### src/inc/pplh_pkg.sv
// Purpose: Shared constants for the point-to-point link handshake block
// Assumes: Byte-wide serial side, 16-bit register port
// Notes: Register offsets are word indexes on the plain register port
package pplh_pkg;
  // Link control bytes
  localparam logic [7:0] PPLH_STX = 8'h02;
  localparam logic [7:0] PPLH_ETX = 8'h03;
  localparam logic [7:0] PPLH_DLE = 8'h10;
  // Register indexes
  localparam logic [3:0] PPLH_R_CTRL = 4'h0;
  localparam logic [3:0] PPLH_R_APOS = 4'h1;
  localparam logic [3:0] PPLH_R_TMO = 4'h2;
  localparam logic [3:0] PPLH_R_RETRY = 4'h3;
  localparam logic [3:0] PPLH_R_STAT = 4'h4;
  localparam logic [3:0] PPLH_R_IRQ = 4'h5;
  localparam logic [3:0] PPLH_R_MASK = 4'h6;
  localparam logic [3:0] PPLH_R_ADDR = 4'h7;
  // Control fields
  localparam int PPLH_C_BCC = 0;
  localparam int PPLH_C_PRIO = 1;
  localparam int PPLH_C_MODE = 2;
  localparam logic [3:0] PPLH_CTRL_RST = 4'h1;
  localparam logic [1:0] PPLH_AM_1B = 2'h0;
  localparam logic [1:0] PPLH_AM_LSB = 2'h1;
  localparam logic [1:0] PPLH_AM_MSB = 2'h2;
  localparam logic [7:0] PPLH_APOS_RST = 8'h01;
  // Response timeout in ms and retries
  localparam logic [12:0] PPLH_TMO_RST = 13'h03E8;
  localparam logic [12:0] PPLH_TMO_MIN = 13'h012C;
  localparam logic [12:0] PPLH_TMO_MAX = 13'h1FFE;
  localparam logic [2:0] PPLH_RETRY_RST = 3'h3;
  // Interrupt bits
  localparam int PPLH_I_RXOK = 0;
  localparam int PPLH_I_RXBAD = 1;
  localparam int PPLH_I_TXOK = 2;
  localparam int PPLH_I_TXFAIL = 3;
  // Millisecond tick from the 5 ns clock
  localparam int PPLH_MS_NS = 1000000;
  localparam int PPLH_CLK_NS = 5;
  localparam int PPLH_MS_CYCLES = PPLH_MS_NS / PPLH_CLK_NS;
  typedef enum logic [3:0] {
    PPLH_IDLE, PPLH_RX_ACK1, PPLH_RX, PPLH_RX_BCC, PPLH_RX_ACK2,
    PPLH_TX_STX, PPLH_TX_W1, PPLH_TX_BODY, PPLH_TX_W2
  } pplh_state_t;
endpackage

### src/pplh_link.sv
// Purpose: Local handshake, unescape and check of serial link frames
// Assumes: Serial bytes come from a UART on clk_sys; network side is a byte stream
// Notes: One frame store holds the network frame for retransmission
`timescale 1ns/1ps
module pplh_link
  import pplh_pkg::*;
#(
  parameter int DEPTH = 256,
  parameter int MS_CYCLES = PPLH_MS_CYCLES
) (
  input wire logic clk_sys,
  input wire logic resetn,
  input wire logic [3:0] reg_addr,
  input wire logic [15:0] reg_wdata,
  input wire logic reg_wr,
  input wire logic reg_rd,
  output logic [15:0] reg_rdata,
  output logic irq,
  input wire logic ser_rx_valid,
  input wire logic [7:0] ser_rx_data,
  output logic ser_tx_valid,
  output logic [7:0] ser_tx_data,
  input wire logic ser_tx_ready,
  output logic net_rx_valid,
  output logic [7:0] net_rx_data,
  output logic net_rx_end,
  output logic net_rx_bad,
  input wire logic net_in_valid,
  input wire logic [7:0] net_in_data,
  input wire logic net_in_last,
  output logic net_in_ready
);
  localparam int CW = $clog2(DEPTH + 1);
  localparam int PW = $clog2(MS_CYCLES);

  // Refuse parameters the logic cannot serve:
  // prescaler and frame store need two entries at least
  if (DEPTH < 2 || MS_CYCLES < 2) begin : g_param_check
    $error("pplh_link: DEPTH and MS_CYCLES must be at least 2");
  end

  ////////////////////////////////////////////////////////////////////////////
  // State
  pplh_state_t state_reg;
  logic [3:0] ctrl_reg;
  logic [7:0] apos_reg;
  logic [12:0] tmo_reg;
  logic [2:0] retries_reg;
  logic [3:0] irq_st_reg;
  logic [3:0] irq_mask_reg;
  logic [15:0] paddr_reg;
  logic [15:0] rdata_reg;
  logic irq_reg;
  logic [7:0] mem_reg [DEPTH];
  logic [CW-1:0] wcnt_reg;
  logic [CW-1:0] rd_idx_reg;
  logic tx_pend_reg;
  logic in_ready_reg;
  logic tx_valid_reg;
  logic [7:0] tx_data_reg;
  logic [1:0] phase_reg;
  logic dup_reg;
  logic [7:0] tx_bcc_reg;
  logic [7:0] rx_bcc_reg;
  logic esc_reg;
  logic [7:0] pidx_reg;
  logic [2:0] retry_cnt_reg;
  logic [PW-1:0] pre_reg;
  logic [12:0] ms_reg;
  logic out_valid_reg;
  logic [7:0] out_data_reg;
  logic out_end_reg;
  logic out_bad_reg;

  ////////////////////////////////////////////////////////////////////////////
  // Decode of received bytes and events
  wire [7:0] b = ser_rx_data;
  wire bcc_en = ctrl_reg[PPLH_C_BCC];
  wire prio_hi = ctrl_reg[PPLH_C_PRIO];
  wire [1:0] amode = ctrl_reg[PPLH_C_MODE +: 2];
  wire is_dle = ser_rx_valid & (b == PPLH_DLE);
  wire is_stx = ser_rx_valid & (b == PPLH_STX);
  wire in_rx = (state_reg == PPLH_RX) & ser_rx_valid;
  wire in_bcc = (state_reg == PPLH_RX_BCC) & ser_rx_valid;
  wire waiting = (state_reg == PPLH_TX_W1) | (state_reg == PPLH_TX_W2);
  wire tx_free = ~tx_valid_reg | ser_tx_ready;
  wire pay_ok = in_rx & (esc_reg ? (b == PPLH_DLE) : (b != PPLH_DLE));
  wire end_etx = in_rx & esc_reg & (b == PPLH_ETX);
  wire ev_rx_ok = (end_etx & ~bcc_en) | (in_bcc & (b == rx_bcc_reg));
  wire ev_rx_bad = (in_rx & esc_reg & (b != PPLH_DLE) & (b != PPLH_ETX))
                 | (in_bcc & (b != rx_bcc_reg));
  wire ev_tx_ok = (state_reg == PPLH_TX_W2) & is_dle;
  // Received byte beats a coinciding timeout
  wire tmo_end = waiting & (ms_reg >= tmo_reg) & ~ser_rx_valid;
  wire ev_tx_fail = tmo_end & (retry_cnt_reg >= retries_reg);
  wire tx_release = ev_tx_ok | ev_tx_fail;
  wire ms_tick = (pre_reg == PW'(MS_CYCLES - 1));

  ////////////////////////////////////////////////////////////////////////////
  // Register port decode
  wire wr_ctrl = reg_wr & (reg_addr == PPLH_R_CTRL);
  wire wr_apos = reg_wr & (reg_addr == PPLH_R_APOS);
  wire wr_tmo = reg_wr & (reg_addr == PPLH_R_TMO);
  wire wr_retry = reg_wr & (reg_addr == PPLH_R_RETRY);
  wire wr_irq = reg_wr & (reg_addr == PPLH_R_IRQ);
  wire wr_mask = reg_wr & (reg_addr == PPLH_R_MASK);
  wire [12:0] tmo_w = reg_wdata[12:0];
  wire big_w = (reg_wdata[15:13] != 3'h0) | (tmo_w > PPLH_TMO_MAX);
  wire [12:0] tmo_clamp = big_w ? PPLH_TMO_MAX :
                          (tmo_w < PPLH_TMO_MIN) ? PPLH_TMO_MIN : tmo_w;
  wire [3:0] ev_vec = {ev_tx_fail, ev_tx_ok, ev_rx_bad, ev_rx_ok};
  wire [3:0] irq_clr = wr_irq ? reg_wdata[3:0] : 4'h0;
  // Set wins over write-one clear
  wire [3:0] irq_next = (irq_st_reg & ~irq_clr) | ev_vec;
  wire busy = (state_reg != PPLH_IDLE);
  wire [15:0] stat_v = {11'h000, retry_cnt_reg, tx_pend_reg, busy};
  wire [15:0] rd_mux =
    (reg_addr == PPLH_R_CTRL) ? {12'h000, ctrl_reg} :
    (reg_addr == PPLH_R_APOS) ? {8'h00, apos_reg} :
    (reg_addr == PPLH_R_TMO) ? {3'h0, tmo_reg} :
    (reg_addr == PPLH_R_RETRY) ? {13'h0000, retries_reg} :
    (reg_addr == PPLH_R_STAT) ? stat_v :
    (reg_addr == PPLH_R_IRQ) ? {12'h000, irq_st_reg} :
    (reg_addr == PPLH_R_MASK) ? {12'h000, irq_mask_reg} :
    (reg_addr == PPLH_R_ADDR) ? paddr_reg : 16'h0000;

  // Configuration registers; timeout clamped to its legal range
  always_ff @(posedge clk_sys) begin
    if (!resetn) begin
      ctrl_reg <= PPLH_CTRL_RST;
      apos_reg <= PPLH_APOS_RST;
      tmo_reg <= PPLH_TMO_RST;
      retries_reg <= PPLH_RETRY_RST;
      irq_mask_reg <= 4'h0;
    end else begin
      if (wr_ctrl) ctrl_reg <= reg_wdata[3:0];
      if (wr_apos) apos_reg <= reg_wdata[7:0];
      if (wr_tmo) tmo_reg <= tmo_clamp;
      if (wr_retry) retries_reg <= reg_wdata[2:0];
      if (wr_mask) irq_mask_reg <= reg_wdata[3:0];
    end
  end

  // Read data, sticky status and interrupt line
  always_ff @(posedge clk_sys) begin
    if (!resetn) begin
      rdata_reg <= 16'h0000;
      irq_st_reg <= 4'h0;
      irq_reg <= 1'b0;
    end else begin
      rdata_reg <= reg_rd ? rd_mux : 16'h0000;
      irq_st_reg <= irq_next;
      irq_reg <= |(irq_next & irq_mask_reg);
    end
  end

  ////////////////////////////////////////////////////////////////////////////
  // Frame store for the network frame, kept until acknowledged or abandoned
  wire in_acc = net_in_valid & in_ready_reg;
  wire fill_end = in_acc & (net_in_last | (wcnt_reg == CW'(DEPTH - 1)));
  wire ready_next = tx_release | ~(tx_pend_reg | fill_end);

  always_ff @(posedge clk_sys) begin
    if (in_acc) mem_reg[wcnt_reg[$clog2(DEPTH)-1:0]] <= net_in_data;
  end

  // Over-long frames are cut at DEPTH bytes rather than stalling forever
  always_ff @(posedge clk_sys) begin
    if (!resetn) begin
      wcnt_reg <= '0;
      tx_pend_reg <= 1'b0;
      in_ready_reg <= 1'b0;
    end else begin
      in_ready_reg <= ready_next;
      if (tx_release) begin
        wcnt_reg <= '0;
        tx_pend_reg <= 1'b0;
      end else begin
        if (in_acc) wcnt_reg <= wcnt_reg + CW'(1);
        if (fill_end) tx_pend_reg <= 1'b1;
      end
    end
  end

  ////////////////////////////////////////////////////////////////////////////
  // millisecond timer for DLE wait, restarted on each wait
  always_ff @(posedge clk_sys) begin
    if (!resetn || !waiting) begin
      pre_reg <= '0;
      ms_reg <= 13'h0000;
    end else begin
      pre_reg <= ms_tick ? '0 : pre_reg + PW'(1);
      if (ms_tick && ms_reg != PPLH_TMO_MAX) ms_reg <= ms_reg + 13'h0001;
    end
  end

  ////////////////////////////////////////////////////////////////////////////
  // payload index from 1, stuffing bytes excluded
  wire [7:0] pnew = pidx_reg + 8'h01;
  wire [7:0] apos1 = apos_reg + 8'h01;

  always_ff @(posedge clk_sys) begin
    if (!resetn) begin
      pidx_reg <= 8'h00;
      paddr_reg <= 16'h0000;
    end else if (state_reg == PPLH_RX_ACK1) begin
      pidx_reg <= 8'h00;
    end else if (pay_ok) begin
      pidx_reg <= pnew;
      if (pnew == apos_reg) begin
        case (amode)
          PPLH_AM_LSB: paddr_reg[7:0] <= b;
          PPLH_AM_MSB: paddr_reg[15:8] <= b;
          default: paddr_reg <= {8'h00, b};
        endcase
      end else if (pnew == apos1) begin
        if (amode == PPLH_AM_LSB) paddr_reg[15:8] <= b;
        if (amode == PPLH_AM_MSB) paddr_reg[7:0] <= b;
      end
    end
  end

  ////////////////////////////////////////////////////////////////////////////
  // only unescaped payload and frame end reach the network
  always_ff @(posedge clk_sys) begin
    if (!resetn) begin
      out_valid_reg <= 1'b0;
      out_data_reg <= 8'h00;
      out_end_reg <= 1'b0;
      out_bad_reg <= 1'b0;
    end else begin
      out_valid_reg <= pay_ok;
      if (pay_ok) out_data_reg <= b;
      out_end_reg <= ev_rx_ok | ev_rx_bad;
      out_bad_reg <= ev_rx_bad;
    end
  end

  ////////////////////////////////////////////////////////////////////////////
  // Outgoing block byte: stuffed data, then DLE, ETX and check byte
  wire [7:0] mem_byte = mem_reg[rd_idx_reg[$clog2(DEPTH)-1:0]];
  wire [7:0] body_byte = dup_reg ? PPLH_DLE :
                         (phase_reg == 2'h0) ? mem_byte :
                         (phase_reg == 2'h1) ? PPLH_DLE :
                         (phase_reg == 2'h2) ? PPLH_ETX : tx_bcc_reg;
  wire body_go = (state_reg == PPLH_TX_BODY) & tx_free;
  wire last_data = (rd_idx_reg == wcnt_reg - CW'(1));

  // Link sequencer
  always_ff @(posedge clk_sys) begin
    if (!resetn) begin
      state_reg <= PPLH_IDLE;
      tx_valid_reg <= 1'b0;
      tx_data_reg <= 8'h00;
      phase_reg <= 2'h0;
      dup_reg <= 1'b0;
      rd_idx_reg <= '0;
      tx_bcc_reg <= 8'h00;
      rx_bcc_reg <= 8'h00;
      esc_reg <= 1'b0;
      retry_cnt_reg <= 3'h0;
    end else begin
      if (tx_free) tx_valid_reg <= 1'b0;
      case (state_reg)
        PPLH_IDLE: begin
          if (is_stx) begin
            state_reg <= PPLH_RX_ACK1;
          end else if (tx_pend_reg) begin
            state_reg <= PPLH_TX_STX;
          end
        end
        PPLH_RX_ACK1: begin
          if (tx_free) begin
            tx_valid_reg <= 1'b1;
            tx_data_reg <= PPLH_DLE;
            rx_bcc_reg <= 8'h00;
            esc_reg <= 1'b0;
            state_reg <= PPLH_RX;
          end
        end
        PPLH_RX: begin
          if (ser_rx_valid) begin
            // XOR over every received block byte
            rx_bcc_reg <= rx_bcc_reg ^ b;
            esc_reg <= ~esc_reg & (b == PPLH_DLE);
            if (end_etx) begin
              state_reg <= bcc_en ? PPLH_RX_BCC : PPLH_RX_ACK2;
            end else if (ev_rx_bad) begin
              state_reg <= PPLH_IDLE;
            end
          end
        end
        PPLH_RX_BCC: begin
          // no DLE on a bad check byte
          if (ser_rx_valid) state_reg <= ev_rx_ok ? PPLH_RX_ACK2 : PPLH_IDLE;
        end
        PPLH_RX_ACK2: begin
          if (tx_free) begin
            tx_valid_reg <= 1'b1;
            tx_data_reg <= PPLH_DLE;
            state_reg <= PPLH_IDLE;
          end
        end
        PPLH_TX_STX: begin
          if (tx_free) begin
            tx_valid_reg <= 1'b1;
            tx_data_reg <= PPLH_STX;
            state_reg <= PPLH_TX_W1;
          end
        end
        PPLH_TX_W1: begin
          if (is_dle) begin
            rd_idx_reg <= '0;
            dup_reg <= 1'b0;
            tx_bcc_reg <= 8'h00;
            phase_reg <= (wcnt_reg == '0) ? 2'h1 : 2'h0;
            state_reg <= PPLH_TX_BODY;
          end else if (is_stx && !prio_hi) begin
            // low priority yields and receives first
            state_reg <= PPLH_RX_ACK1;
          end else if (tmo_end) begin
            state_reg <= ev_tx_fail ? PPLH_IDLE : PPLH_TX_STX;
            retry_cnt_reg <= ev_tx_fail ? 3'h0 : retry_cnt_reg + 3'h1;
          end
        end
        PPLH_TX_BODY: begin
          if (body_go) begin
            tx_valid_reg <= 1'b1;
            tx_data_reg <= body_byte;
            // check byte covers stuffing, DLE and ETX
            if (phase_reg != 2'h3) tx_bcc_reg <= tx_bcc_reg ^ body_byte;
            case (phase_reg)
              2'h0: begin
                if (body_byte == PPLH_DLE && !dup_reg) begin
                  dup_reg <= 1'b1;
                end else begin
                  dup_reg <= 1'b0;
                  rd_idx_reg <= rd_idx_reg + CW'(1);
                  if (last_data) phase_reg <= 2'h1;
                end
              end
              2'h1: phase_reg <= 2'h2;
              // check byte built here, not taken from the network
              2'h2: begin
                if (bcc_en) phase_reg <= 2'h3;
                else state_reg <= PPLH_TX_W2;
              end
              default: state_reg <= PPLH_TX_W2;
            endcase
          end
        end
        PPLH_TX_W2: begin
          if (ev_tx_ok) begin
            retry_cnt_reg <= 3'h0;
            state_reg <= PPLH_IDLE;
          end else if (tmo_end) begin
            state_reg <= ev_tx_fail ? PPLH_IDLE : PPLH_TX_STX;
            retry_cnt_reg <= ev_tx_fail ? 3'h0 : retry_cnt_reg + 3'h1;
          end
        end
        default: state_reg <= PPLH_IDLE;
      endcase
    end
  end

  ////////////////////////////////////////////////////////////////////////////
  // Outputs
  assign reg_rdata = rdata_reg;
  assign irq = irq_reg;
  assign ser_tx_valid = tx_valid_reg;
  assign ser_tx_data = tx_data_reg;
  assign net_rx_valid = out_valid_reg;
  assign net_rx_data = out_data_reg;
  assign net_rx_end = out_end_reg;
  assign net_rx_bad = out_bad_reg;
  assign net_in_ready = in_ready_reg;
endmodule

### config.mk
export PLATFORM = sky130hd
export DESIGN_NAME = pplh_link
export DESIGN_NICKNAME = d
export VERILOG_FILES = /design/src/inc/pplh_pkg.sv /design/src/pplh_link.sv
export SDC_FILE = /design/constraint.sdc
export NUM_CORES = 2
export LEC_CHECK = 0
export ABC_AREA = 1
export BUFFER_PORTS_ARGS = -buffer_cell sky130_fd_sc_hd__buf_2
export CAP_MARGIN = 5
export CORE_MARGIN = 3
export CORE_UTILIZATION = 55
export CTS_BUF_LIST = sky130_fd_sc_hd__clkbuf_8
export DETAILED_ROUTE_END_ITERATION = 10
export PLACE_DENSITY = 0.71
export SLEW_MARGIN = 0
export SYNTH_ARGS = -nofsm -noshare
export SYNTH_HDL_FRONTEND = slang
export SYNTH_SLANG_ARGS = --single-unit
export TNS_END_PERCENT = 5
### constraint.sdc
create_clock -name clk_sys -period 2.45 [get_ports clk_sys]
set_clock_uncertainty 0.05 [all_clocks]
set_input_delay 0.1225 -clock clk_sys [delete_from_list [all_inputs] [get_ports clk_sys]]
set_output_delay 0.1225 -clock clk_sys [all_outputs]
set_load 0.01 [all_outputs]
==> results.toml <==
[outcome]
outcome = "finished, violations left"
violations = "setup timing"

[floorplan]
die_x_um = 415
coreArea_um2 = 166000
row_count = 149
die-area_um2 = 172000
start_util_pct = 55.6
ioPinCount = 82
die_h_um = 415

[sta]
slew_viol_final = 0
worst_slew_margin_rel_pct = 37.6
timing.final.ws_setup_ns = -0.930
setup_violations = 64
tns_ns = -31.09
period_share_pct = 138
rsz0062_at_grt = "yes"
hold_violations = 0
worstMarginPinSlew_ns = 0.933
fin_crit_ns = 3.38
fmax_mhz = 296

[setup_path]
cpLargestDelayFamily = "simple AND/OR/NAND/NOR gates"
cpPeakStageDelay_ns = 0.38
reg2regPathDepth = 24
worstSetupPathType = "flip-flop to flip-flop"
cp_slowest_cell = "dfxtp_4"
endpoint_kind = "flip-flop"
r2r_slack_ns = -0.93
worst-path-buf-inv = 6
r2r_end = "rd_idx_reg[4]"
crit_path_max_fanout = 8
crit_required_ns = 3.28
cp.arrival_ns = 4.21
cp-start-kind = "flip-flop"
crit_chain = "buf_12 > clkinv_16 > clkbuf_16 > buf_6 > clkbuf_16 > nand2_1 > nand3_1 > nand3_2 > nand3_1 > nand3_2 > nand2_4 > nand2_2 > nand2_4 > nand2_2 > nand3_2 > nand3_2 > nand2_2 > nor2_4 > nand2_2 > nor2_4 > nand3_4 > buf_12 > a21oi_2 > nor2_1"

[detailed_routing]
first_pass_iters = 6
wl_mm = 274
wl_per_cell_um = 23.7
drt_iter0_drc = 9818
drc = 0
vias = 69600
via_per_inst = 6.01
ant_nets = 0

[logic_synthesis]
ys_warn_count = 0
yosysSeqAreaShare_pct = 70.8
mappedNetlistArea_um2 = 92100
syn_inst = 8233
avgSynthCellArea_um2 = 11.2
synth.net_count = 8311
ys_types = 49
ys_ff_latch = 2231
synth_edf_count = 2048
synth_ff_type = "edfxtp_1"
async_flop_share_pct = 0

[layout]
final_area_um2 = 112000
drive_gt1_share_pct = 19.7
syn_to_final_growth_pct = 21.5
largest_reg_flops = 2048
final_nets = 9209
fill_cells = 11600
fin_cells = 11600

[power]
peakVddDrop_mv = 0.627
total_leakage_power_nw = 41.3
power_density_nw_per_um2 = 684
p_total_mw = 76.5

[clock_tree]
cts_buffer_depth = 4
cts_made_buffers = 364
cts.sinks = 2231
ctsHtreeMaxLevel = 5
insertion_delay_ns = 1.06
clkTransAtPathRegs_ns = 0.06
cts_root_buf = "clkbuf_8"
cts_tree = "yes"

[worst_hold_path]
hold_class = "input pin to flip-flop"
hold_start = "reg_wdata[4]"
hold_end = "tmo_reg[2]"
holdPathStages = 7

[placed_design]
place_ws_ns = -0.880
placed_cell_area_um2 = 101000
port-buffer-count = 81
hpwlAfterDp_mm = 163
dp.cells = 10800
gp_congestion = 0.969

[global_route]
grt_pass1_wl_mm = 396
track_usage_pct = 30.1
grt_max_degree = 107
grt_pass1_vias = 66000
grt_antenna_before_repair = 8
gr-total-overflow = 0

[run]
maxCapViolCount = 0
==> logic make-up after synthesis <==
family	synth area share, %
and+or+nand+nor	23.1
buffers and inverters	3.41
adders and majority gates	0.462
DFF	70.8
AOI/OAI and AO/OA	1.87
xor gates and xnor gates	0.399
==> cell usage after synthesis (19+ instances only) <==
master | number | area [um^2]
a211oi_1 | 19 | 143
a21oi_1 | 134 | 671
buf_1 | 44 | 165
buf_2 | 282 | 1410
buf_4 | 19 | 143
clkbuf_1 | 157 | 589
dfxtp_1 | 183 | 3660
edfxtp_1 | 2048 | 61500
ha_1 | 34 | 425
inv_1 | 192 | 721
nand2_1 | 2347 | 8810
nand3_1 | 2065 | 10300
nand4_1 | 21 | 131
nor2_1 | 416 | 1560
nor3_1 | 26 | 130
o21ai_0 | 86 | 430
xor2_1 | 28 | 245
==> layer usage <==
layer,track usage [%],routed length (um),vias up
met2,47.1,127000,4470
met1,41.5,103000,33500
met5,0,9,-
met3,5.64,31500,791
li1,-,-,30900
met4,12.9,12200,2
==> tightest hold or removal path, stage by stage <==
cell and delay (ns):
buf_2 0.11, nand4_1 0.09, or4_1 0.11, nand2_1 0.08, dlymetal6s4s_1 0.31, nor2_2 0.16
a221oi_1 0.10
==> cell type report <==
type                    instances  area (um^2)  area share, %
flip-flops and latches       2231        65200           58.2
multi-input cells            5294        26100           23.3
repair buffers               1039        10700           9.55
clock buffers                 376         5170           4.62
well taps                    2189         2740           2.45
clock inverters               253         1200           1.07
inverters                     199          800          0.714
repair inverters                2         41.3         0.0369
diodes                         10         25.0         0.0224
==> metrics by stage <==
stage | util (%) | hold slack, ns
after floorplan | - | 0.171
after global placement | 60.6 | 0.353
after detailed placement | 60.6 | 0.358
after CTS | 65.5 | 0.00232
after global routing | 67.5 | 0.0840
final | 67.5 | 0.0942
==> where the power goes <==
part / switching, mW / internal, mW / leakage, nW
combinational: 3.63 / 1.88 / 17.7
clock: 14.5 / 14.8 / 3.65
sequential: 0.109 / 41.6 / 19.9
==> what timing repair did <==
action / in CTS / in global routing
hold endpoints to repair: 2233 / 3
endpoints found under the setup margin: 63 / 123
pin swaps: 2 / 90
gates cloned: 5 / 40
setup buffers: 3 / 27
resized for setup: 98 / 472
hold buffers: 99 / 1
==> cells in the final DEF (no fill, tap or decap), types with 27 or more instances in the layout <==
master         netlist  final
buf_12               0    120
clkbuf_16            0     35
o21ai_0             86     83
xor2_1              28     28
clkinv_1             3     96
clkbuf_8             0    376
nand2_2              0     55
a21oi_1            134    125
nand3_4              1     42
clkinv_2             0     47
buf_2              282     76
buf_4               19    649
buf_6                7     27
edfxtp_1          2048   2048
dlygate4sd3_1        0     89
ha_1                34     33
nand3_1           2065   1766
nand2_1           2347   2277
nor2_1             416    391
inv_1              192    282
dfxtp_1            183    175
nand3_2              0    258
==> worst max-delay path by stage <==
stage / from / endpoint / depth (start not counted) / slack [ns]
floorplan: flip-flop / flip-flop / 21 / -0.02
CTS: flip-flop / rd_idx_reg[4] / 21 / -0.77
detailed placement: flip-flop / ser_tx_data[5] / 18 / -0.88
finish: flip-flop / rd_idx_reg[4] / 24 / -0.93
global route: flip-flop / rd_idx_reg[6] / 25 / -0.96
global placement: flip-flop / rd_idx_reg[6] / 21 / -0.87
Note: power is estimated with default switching activity, not from simulation.
